`config.mk`:
```
export PLATFORM = sky130hd
export DESIGN_NAME = uam_core
export DESIGN_NICKNAME = d
export VERILOG_FILES = /design/src/include/uam_pkg.sv /design/src/core/uam_core.sv
export VERILOG_INCLUDE_DIRS = /design/src /design/src/include
export SDC_FILE = /design/constraint.sdc
export NUM_CORES = 1
export LEC_CHECK = 0
export ABC_AREA = 0
export BUFFER_PORTS_ARGS = -buffer_cell sky130_fd_sc_hd__buf_2
export CAP_MARGIN = 20
export CORE_MARGIN = 2
export CORE_UTILIZATION = 52
export CTS_CLUSTER_SIZE = 25
export DETAILED_ROUTE_END_ITERATION = 6
export PLACE_DENSITY = 0.77
export SLEW_MARGIN = 25
export SYNTH_ARGS = -nofsm -noshare
export SYNTH_HDL_FRONTEND = slang
export SYNTH_SLANG_ARGS = --single-unit
```
`constraint.sdc`:
```
create_clock -name clk_sys -period 3.4 [get_ports clk_sys]
set_input_delay 0 -clock clk_sys [delete_from_list [all_inputs] [get_ports clk_sys]]
set_output_delay 0 -clock clk_sys [all_outputs]
set_load 0.01 [all_outputs]
```
`src/include/uam_params.svh`:
```
/*
 * Constants of the serial address-match receiver: register offsets, field
 * positions, reset values and timing counts.
 * Assumes it is included by its bare name from the package and the core.
 */
`ifndef UAM_PARAMS_SVH
`define UAM_PARAMS_SVH

// ****************************************************************
// Register byte offsets on APB
// ****************************************************************
`define UAM_OFS_CONTROL   8'h00
`define UAM_OFS_ADDRESS   8'h04
`define UAM_OFS_ADDR_MASK 8'h08
`define UAM_OFS_STATUS    8'h0C
`define UAM_OFS_INT_MASK  8'h10
`define UAM_OFS_RX_DATA   8'h14
`define UAM_OFS_BAUD_DIV  8'h18

// ****************************************************************
// Field positions
// ****************************************************************
`define UAM_CTL_MODE_LSB  0
`define UAM_CTL_MODE_MSB  1
`define UAM_CTL_FILTER    2
`define UAM_CTL_RX_EN     3
`define UAM_ST_RX_FLAG    0
`define UAM_ST_REJECT     1
`define UAM_DATA_NINTH    8

// ****************************************************************
// Reset values
// ****************************************************************
`define UAM_RST_CONTROL   4'h0
`define UAM_RST_ADDRESS   8'h00
`define UAM_RST_ADDR_MASK 8'h00
`define UAM_RST_INT_MASK  2'h0
`define UAM_RST_BAUD_DIV  16'h000A

// ****************************************************************
// Timing: clock rate, oversampling and sample point per bit
// ****************************************************************
`define UAM_CLK_HZ        20000000
`define UAM_OVERSAMPLE    4'hF
`define UAM_SAMPLE_PT     4'h7

`endif

```
`src/include/uam_pkg.sv`:
```
/*
 * Types shared by the serial address-match receiver.
 * Assumes uam_params.svh sits on the include path.
 */
`include "uam_params.svh"

package uam_pkg;

    // ****************************************************************
    // Serial modes and control word
    // ****************************************************************
    typedef enum logic [1:0] {
        UAM_MODE_SHIFT,
        UAM_MODE_ASYNC8,
        UAM_MODE_ASYNC9A,
        UAM_MODE_ASYNC9B
    } uam_mode_t;

    typedef struct packed {
        logic      rxEnable;
        logic      filterBit;
        uam_mode_t mode;
    } uam_ctrl_t;

    // Receiver sequencer
    typedef enum logic [2:0] {
        UAM_RX_IDLE,
        UAM_RX_START,
        UAM_RX_BITS,
        UAM_RX_STOP,
        UAM_RX_SHIFT
    } uam_rx_state_t;

    // Received frame: eight data bits plus ninth or stop bit
    typedef struct packed {
        logic       ninth;
        logic [7:0] data;
    } uam_frame_t;

endpackage

```
`src/core/uam_core.sv`:
```
/*
 * Serial receiver with address recognition for a multidrop link, plus its
 * APB register file and a level interrupt.
 * Assumes a single 20 MHz clock, rxd arriving asynchronously from the line,
 * and an APB master that holds each request until pready.
 */
`include "uam_params.svh"

// Notes on behaviour
// Filtered 9-bit address flagged only on match
// Ninth bit one means address, zero data
// Software clears filter bit to take data
// 8-bit mode: stop bit stands for ninth
// Shift mode ignores the filter bit
// Mask zero bits are don't-care in given
// Broadcast is address OR mask, zeros ignored
// Reset zeroes address and mask, all match
// Address F1 mask FA takes F0, F1, F4, F5
// Async start only while receive enable set
// Rejected frames leave RX flag clear, set reject bit
// Compare only eight data bits
module uam_core
    import uam_pkg::*;
(
    input  wire logic        clk_sys,
    input  wire logic        rst_n,
    input  wire logic        psel,
    input  wire logic        penable,
    input  wire logic        pwrite,
    input  wire logic [7:0]  paddr,
    input  wire logic [31:0] pwdata,
    output logic      [31:0] prdata,
    output logic             pready,
    output logic             pslverr,
    input  wire logic        rxd,
    output logic             shiftClk,
    output logic             irq
);

    // ****************************************************************
    // Functions
    // ****************************************************************
    // Given address: only bits with mask one must equal the stored bit
    function automatic logic givenMatch(input logic [7:0] rx, input logic [7:0] adr, input logic [7:0] msk);
        givenMatch = (((rx ^ adr) & msk) == 8'h00);
    endfunction
    // Broadcast: OR of address and mask, zero bits ignored
    function automatic logic broadcastMatch(input logic [7:0] rx, input logic [7:0] adr, input logic [7:0] msk);
        logic [7:0] bc;
        bc = adr | msk;
        broadcastMatch = (((rx ^ bc) & bc) == 8'h00);
    endfunction

    // ****************************************************************
    // Reset release and line synchroniser
    // ****************************************************************
    logic rstMeta_q;
    logic rstN_q;
    logic rxMeta_q;
    logic rxSync_q;
    logic rxPrev_q;

    // Reset is asserted at once but released through two flops
    always_ff @(posedge clk_sys or negedge rst_n) begin
        if (!rst_n) begin
            rstMeta_q <= 1'b0;
            rstN_q    <= 1'b0;
        end else begin
            rstMeta_q <= 1'b1;
            rstN_q    <= rstMeta_q;
        end
    end

    // Line idles high; first flop feeds only the second
    always_ff @(posedge clk_sys or negedge rstN_q) begin
        if (!rstN_q) begin
            rxMeta_q <= 1'b1;
            rxSync_q <= 1'b1;
            rxPrev_q <= 1'b1;
        end else begin
            rxMeta_q <= rxd;
            rxSync_q <= rxMeta_q;
            rxPrev_q <= rxSync_q;
        end
    end

    // ****************************************************************
    // Register state
    // ****************************************************************
    uam_ctrl_t   ctl_q, ctl_d;
    logic [7:0]  addr_q, addr_d;
    logic [7:0]  mask_q, mask_d;
    logic [1:0]  status_q, status_d;
    logic [1:0]  intMask_q, intMask_d;
    logic [15:0] baudDiv_q, baudDiv_d;
    uam_frame_t  rxData_q, rxData_d;
    logic [31:0] prdata_q, prdata_d;
    logic        pready_q, pready_d;
    logic        pslverr_q, pslverr_d;
    logic        irq_q, irq_d;

    // ****************************************************************
    // Receiver state
    // ****************************************************************
    uam_rx_state_t rxState_q, rxState_d;
    logic [15:0]   baudCnt_q, baudCnt_d;
    logic [3:0]    phase_q, phase_d;
    logic [3:0]    bitIdx_q, bitIdx_d;
    logic [8:0]    shift_q, shift_d;
    logic          shiftClk_q, shiftClk_d;
    logic          frameDone;
    logic          frameAccept;
    uam_frame_t    frame;
    logic          tick;
    logic          sampleNow;
    logic          bitEnd;
    logic          filterOn;
    logic          addrHit;
    logic [3:0]    lastBit;
    // ****************************************************************
    // Receiver sequencer
    // ****************************************************************
    // Tick every divisor plus one clocks, sixteen ticks a bit; zero ticks each clock
    always_comb begin
        tick      = (baudCnt_q == 16'h0000);
        baudCnt_d = tick ? baudDiv_q : baudCnt_q - 16'h0001;
    end
    assign sampleNow = tick && (phase_q == `UAM_SAMPLE_PT);
    assign bitEnd    = tick && (phase_q == `UAM_OVERSAMPLE);
    assign lastBit   = (ctl_q.mode == UAM_MODE_ASYNC8) ? 4'h7 : 4'h8;
    // filter bit only counts outside shift mode
    assign filterOn  = ctl_q.filterBit && (ctl_q.mode != UAM_MODE_SHIFT);
    always_comb begin
        rxState_d   = rxState_q;
        phase_d     = tick ? phase_q + 4'h1 : phase_q;
        bitIdx_d    = bitIdx_q;
        shift_d     = shift_q;
        shiftClk_d  = 1'b1;
        frameDone   = 1'b0;
        frameAccept = 1'b0;
        frame       = '0;
        addrHit     = 1'b0;
        unique case (rxState_q)
            UAM_RX_IDLE: begin
                phase_d  = 4'h0;
                bitIdx_d = 4'h0;
                // start bit honoured only with receive enabled
                if (ctl_q.rxEnable && ctl_q.mode != UAM_MODE_SHIFT && rxPrev_q && !rxSync_q) begin
                    rxState_d = UAM_RX_START;
                end else if (ctl_q.rxEnable && ctl_q.mode == UAM_MODE_SHIFT && !status_q[`UAM_ST_RX_FLAG]) begin
                    rxState_d = UAM_RX_SHIFT;
                end
            end
            UAM_RX_START: begin
                // A start bit gone high by mid-bit is a glitch
                if (sampleNow && rxSync_q) begin
                    rxState_d = UAM_RX_IDLE;
                end else if (bitEnd) begin
                    rxState_d = UAM_RX_BITS;
                end
            end
            UAM_RX_BITS: begin
                // LSB first; eight-bit frames end up in the upper bits
                if (sampleNow) begin
                    shift_d = {rxSync_q, shift_q[8:1]};
                end
                if (bitEnd) begin
                    bitIdx_d = bitIdx_q + 4'h1;
                    if (bitIdx_q == lastBit) begin
                        rxState_d = UAM_RX_STOP;
                    end
                end
            end
            UAM_RX_STOP: begin
                if (sampleNow) begin
                    frameDone = 1'b1;
                    rxState_d = UAM_RX_IDLE;
                    if (ctl_q.mode == UAM_MODE_ASYNC8) begin
                        // stop bit takes the place of the ninth
                        frame = {rxSync_q, shift_q[8:1]};
                    end else begin
                        // ninth bit marks address against data
                        frame = {shift_q[8], shift_q[7:0]};
                    end
                    // eight data bits only in the compare
                    // given address under mask
                    // broadcast address
                    // F1 under FA takes F0, F1, F4, F5
                    addrHit = givenMatch(frame.data, addr_q, mask_q) || broadcastMatch(frame.data, addr_q, mask_q);
                    // filtered frame needs address bit and a hit
                    // anything else is dropped, setting only the reject bit
                    frameAccept = !filterOn || (frame.ninth && addrHit);
                end
            end
            UAM_RX_SHIFT: begin
                // Clock low for the first half of each bit, sampled at bit end just before the fall
                shiftClk_d = (phase_q > `UAM_SAMPLE_PT);
                if (bitEnd) begin
                    shift_d  = {1'b0, rxSync_q, shift_q[7:1]};
                    bitIdx_d = bitIdx_q + 4'h1;
                    if (bitIdx_q == 4'h7) begin
                        // shift-mode frames are always taken
                        frameDone   = 1'b1;
                        frameAccept = 1'b1;
                        frame       = {1'b0, rxSync_q, shift_q[7:1]};
                        rxState_d   = UAM_RX_IDLE;
                    end
                end
                if (!ctl_q.rxEnable || ctl_q.mode != UAM_MODE_SHIFT) begin
                    rxState_d = UAM_RX_IDLE;
                end
            end
        endcase
    end

    always_ff @(posedge clk_sys or negedge rstN_q) begin
        if (!rstN_q) begin
            rxState_q  <= UAM_RX_IDLE;
            baudCnt_q  <= 16'h0000;
            phase_q    <= 4'h0;
            bitIdx_q   <= 4'h0;
            shift_q    <= 9'h000;
            shiftClk_q <= 1'b1;
        end else begin
            rxState_q  <= rxState_d;
            baudCnt_q  <= baudCnt_d;
            phase_q    <= phase_d;
            bitIdx_q   <= bitIdx_d;
            shift_q    <= shift_d;
            shiftClk_q <= shiftClk_d;
        end
    end

    // ****************************************************************
    // APB register file
    // ****************************************************************
    logic setup;
    logic access;
    logic mapped;
    assign setup  = psel && !penable;
    assign access = psel && penable && pready_q;
    assign mapped = (paddr == `UAM_OFS_CONTROL) || (paddr == `UAM_OFS_ADDRESS)
                    || (paddr == `UAM_OFS_ADDR_MASK) || (paddr == `UAM_OFS_STATUS)
                    || (paddr == `UAM_OFS_INT_MASK) || (paddr == `UAM_OFS_RX_DATA)
                    || (paddr == `UAM_OFS_BAUD_DIV);
    // Answer is given in the first access cycle; data latched at setup
    always_comb begin
        ctl_d     = ctl_q;
        addr_d    = addr_q;
        mask_d    = mask_q;
        intMask_d = intMask_q;
        baudDiv_d = baudDiv_q;
        rxData_d  = rxData_q;
        status_d  = status_q;
        pready_d  = setup;
        pslverr_d = setup && !mapped;
        prdata_d  = 32'h0000_0000;
        if (setup && !pwrite) begin
            unique case (paddr)
                `UAM_OFS_CONTROL:   prdata_d[3:0]  = ctl_q;
                `UAM_OFS_ADDRESS:   prdata_d[7:0]  = addr_q;
                `UAM_OFS_ADDR_MASK: prdata_d[7:0]  = mask_q;
                `UAM_OFS_STATUS:    prdata_d[1:0]  = status_q;
                `UAM_OFS_INT_MASK:  prdata_d[1:0]  = intMask_q;
                `UAM_OFS_RX_DATA:   prdata_d[8:0]  = rxData_q;
                `UAM_OFS_BAUD_DIV:  prdata_d[15:0] = baudDiv_q;
                default:            prdata_d       = 32'h0000_0000;
            endcase
        end
        if (access && pwrite) begin
            unique case (paddr)
                `UAM_OFS_CONTROL: begin
                    // software drops the filter bit to take data frames
                    ctl_d.mode      = uam_mode_t'(pwdata[`UAM_CTL_MODE_MSB:`UAM_CTL_MODE_LSB]);
                    ctl_d.filterBit = pwdata[`UAM_CTL_FILTER];
                    ctl_d.rxEnable  = pwdata[`UAM_CTL_RX_EN];
                end
                `UAM_OFS_ADDRESS:   addr_d    = pwdata[7:0];
                `UAM_OFS_ADDR_MASK: mask_d    = pwdata[7:0];
                `UAM_OFS_STATUS:    status_d  = status_q & ~pwdata[1:0];
                `UAM_OFS_INT_MASK:  intMask_d = pwdata[1:0];
                `UAM_OFS_BAUD_DIV:  baudDiv_d = pwdata[15:0];
                default:            status_d  = status_q;
            endcase
        end
        // Hardware events win over a clear in the same cycle
        if (frameDone && frameAccept) begin
            status_d[`UAM_ST_RX_FLAG] = 1'b1;
            rxData_d                  = frame;
        end
        // a rejected frame only raises the reject event
        if (frameDone && !frameAccept) begin
            status_d[`UAM_ST_REJECT] = 1'b1;
        end
        irq_d = |(status_d & intMask_d);
    end

    // address and mask reset to zero, so every address matches
    always_ff @(posedge clk_sys or negedge rstN_q) begin
        if (!rstN_q) begin
            ctl_q     <= `UAM_RST_CONTROL;
            addr_q    <= `UAM_RST_ADDRESS;
            mask_q    <= `UAM_RST_ADDR_MASK;
            intMask_q <= `UAM_RST_INT_MASK;
            baudDiv_q <= `UAM_RST_BAUD_DIV;
            status_q  <= 2'h0;
            rxData_q  <= '0;
            prdata_q  <= 32'h0000_0000;
            pready_q  <= 1'b0;
            pslverr_q <= 1'b0;
            irq_q     <= 1'b0;
        end else begin
            ctl_q     <= ctl_d;
            addr_q    <= addr_d;
            mask_q    <= mask_d;
            intMask_q <= intMask_d;
            baudDiv_q <= baudDiv_d;
            status_q  <= status_d;
            rxData_q  <= rxData_d;
            prdata_q  <= prdata_d;
            pready_q  <= pready_d;
            pslverr_q <= pslverr_d;
            irq_q     <= irq_d;
        end
    end

    // ****************************************************************
    // Outputs, all straight from flops
    // ****************************************************************
    assign prdata   = prdata_q;
    assign pready   = pready_q;
    assign pslverr  = pslverr_q;
    assign shiftClk = shiftClk_q;
    assign irq      = irq_q;

endmodule

```
==> flow_summary.json <==
{
  "cts_buffer_depth": 2,
  "via_per_inst": 5.649,
  "final_util_pct": 61.22,
  "crit_start": "ctl_q[1]$_DFFE_PN0P_",
  "hold_slack_ns": 0.1370,
  "power-per-cell-area_nw_per_um2": 372.1,
  "initial_core_util_pct": 52.95,
  "multiInputGateArea_um2": 2450,
  "seqCellArea_um2": 2764,
  "cts.clk_slew.worst_paths_ns": 0.11,
  "worstMarginPinSlew_ns": 0.8549,
  "drtIter0Drc": 212,
  "fill_cells": 841,
  "crit_family": "compound AO/OA/AOI/OAI gates",
  "die_h_um": 106.1,
  "gr-total-overflow": 0,
  "fmax_ghz": 0.3454,
  "diodes": 0,
  "setup_ws_ns": 0.5047,
  "cts_buffers": 9,
  "rr_endpoint": "rxData_q[7]$_DFFE_PN0P_",
  "num_io_pins": 82,
  "cp_slowest_cell": "nand2b_1",
  "drt_drc_violations_left": 0,
  "cp_max_fo": 11,
  "first_global_vias": 3943,
  "num_vias": 4118,
  "synthFlopType": "dfrtp_1",
  "run_status": "complete, no violations",
  "clkLatencyLatePin_ns": 0.40,
  "hold_class": "input pin to flip-flop",
  "cp.arrival_ns": 3.17,
  "async_reset_ff_share_pct": 100.0,
  "ys_ff_latch": 110,
  "crit_path_end_kind": "flip-flop",
  "place_congestion": 0.9258,
  "rr_worst_depth": 7,
  "layout_common_cells": "103 x dfrtp_1, 54 x nand2_1, 49 x buf_2",
  "drv_slew": 0,
  "htreeDepth": 3,
  "antenna_left": 0,
  "core-area_um2": 10230,
  "tns_ns": 0,
  "ir_worst_vdd_mv": 0.2967,
  "syn2layout_area_growth_pct": 15.61,
  "drt-total-wl_um": 12230,
  "grt_pass1_wl_um": 19790,
  "dieArea_um2": 11250,
  "dp_hpwl_um": 8670,
  "wl_per_cell_um": 16.77,
  "layout_commonest_cell": "dfrtp_1",
  "period_share_pct": 85.16,
  "gr-usage-met2_pct": 37.14,
  "io_buffer_count": 49,
  "syn_inst": 510,
  "criticalPathCategory": "flip-flop to flip-flop",
  "cp_slowest_stage_delay_ns": 0.48,
  "ys_types": 61,
  "power.leakage_uw": 0.002994,
  "cts-root-buf": "clkbuf_8",
  "crit_required_ns": 3.68,
  "die_w_um": 106.1,
  "grt_max_degree": 56,
  "ys_seq_area_share_pct": 50.95,
  "r2r_setup_slack_ns": 0.50,
  "min_period_ns": 2.895,
  "yosys_warnings": 0,
  "grtUsageMet3_pct": 6.499,
  "cp-start-kind": "flip-flop",
  "crit_cells": 7,
  "grt_busiest_layer": "met2",
  "relSlewSlack_pct": 42.87,
  "syn_area_um2": 5418,
  "rsz0062_at_grt": "no",
  "dr.pass1.iters": 5,
  "setup_viol": 0,
  "synth_edf_count": 0,
  "final_layout_size_suffix_gt1_share_pct": 22.93,
  "grt_antenna_before_repair": 0,
  "r2r-start": "ctl_q[1]$_DFFE_PN0P_",
  "cts_tree": "yes",
  "fin_skew_ns": 0.01906,
  "crit_buf_inv": 0,
  "rows": 37,
  "grt_use_total_pct": 22.66,
  "endpoint": "rxData_q[7]$_DFFE_PN0P_",
  "met1_usage_pct": 28.81,
  "syn_avg_cell_area_um2": 10.62,
  "worstPathCellList": "nand2b_1 -> mux2i_1 -> xnor2_1 -> a2111o_1 -> o211ai_2 -> a31oi_2 -> a221o_1",
  "dpl_worst_slack_ns": 0.5546,
  "cap_violations": 0,
  "cts_sinks": 110,
  "hold_viol": 0,
  "nets": 637
}
## state kept, by name, summed over array words and instances (netlist names), 2 cells and up
name	cells
rxData_q	9
mask_q	8
phase_q	4
shift_q	9
status_q	2
bitIdx_q	4
prdata	16
addr_q	8
baudCnt_q	16
ctl_q	4
rxState_q	3
baudDiv_q	16
intMask_q	2
## area by class of cell
| class | instances | share of cell area [%] |
|---|---|---|
| flip-flops and latches | 110 | 44.13 |
| repair buffers | 85 | 9.549 |
| multi-input cells | 369 | 39.11 |
| well taps | 136 | 2.717 |
| inverters | 13 | 0.7791 |
| clock buffers | 12 | 2.477 |
| clock inverters | 4 | 1.239 |
## through the flow
| step | cell area [um2] | cells | total power (uW) |
|---|---|---|---|
| after global routing | 6264 | 729 | 2415 |
| final | 6264 | 729 | 2331 |
| after global placement | 5753 | 687 | 1422 |
| after CTS | 6264 | 729 | 2348 |
| after floorplan | 5474 | 525 | 1400 |
| after detailed placement | 5781 | 688 | 1430 |
## synthesized netlist by cell type (all sizes together), types with 12 or more instances
library cell,count,area [um2]
a21oi,18,90.09
a22oi,22,165.2
buf,21,170.2
clkbuf,12,45.04
dfrtp,104,2603
inv,13,48.80
mux2,38,427.9
mux2i,18,180.2
nand2,54,202.7
nor2,38,142.6
o21ai,28,140.1
or2,12,77.58
## where the power goes
group	switching [uW]	internal (uW)
registers	13.1	1320
logic	53.0	43.6
clock network	446	460
## cells by family after synthesis
family / synth area share [%]
compound gates: 13.49
flops: 50.95
other cells: 0.1386
fa+ha+maj: 1.062
simple gates: 16.01
xor+xnor: 2.263
buf+inv: 4.873
mux: 11.22
## metal layers
| layer | routed length, um | vias up |
|---|---|---|
| li1 | - | 1955 |
| met1 | 5288 | 2028 |
| met5 | 0 | - |
| met4 | 204 | 0 |
| met2 | 6108 | 116 |
| met3 | 627 | 19 |
## what timing repair did
| action | CTS | global route |
|---|---|---|
| setup buffers | 0 | 0 |
| hold endpoints to repair | 47 | 0 |
| gates resized for setup | 0 | 0 |
| hold buffers | 25 | 0 |
## worst reg2reg max path, stage by stage (launching register included)
cell and delay [ns]:
dfrtp_1 0.41, nand2b_1 0.48, mux2i_1 0.48, xnor2_1 0.11
a2111o_1 0.42, o211ai_2 0.26, a31oi_2 0.26, a221o_1 0.35
## worst min path at each step
stage          startpoint             endpoint  slack [ns]  cells after the start
4_1_cts          paddr[6]  prdata[0]$_DFF_PN0_        0.11                      5
3_5_place_dp        rst_n  rstMeta_q$_DFF_PN0_       -0.21                      1
6_report         paddr[6]  prdata[0]$_DFF_PN0_        0.14                      5
3_3_place_gp        rst_n  rstMeta_q$_DFF_PN0_       -0.22                      1
2_1_floorplan       rst_n  rstMeta_q$_DFF_PN0_       -0.30                      0
5_1_grt          paddr[7]  prdata[0]$_DFF_PN0_        0.15                      5
Note: power is estimated with default switching activity, not from simulation.
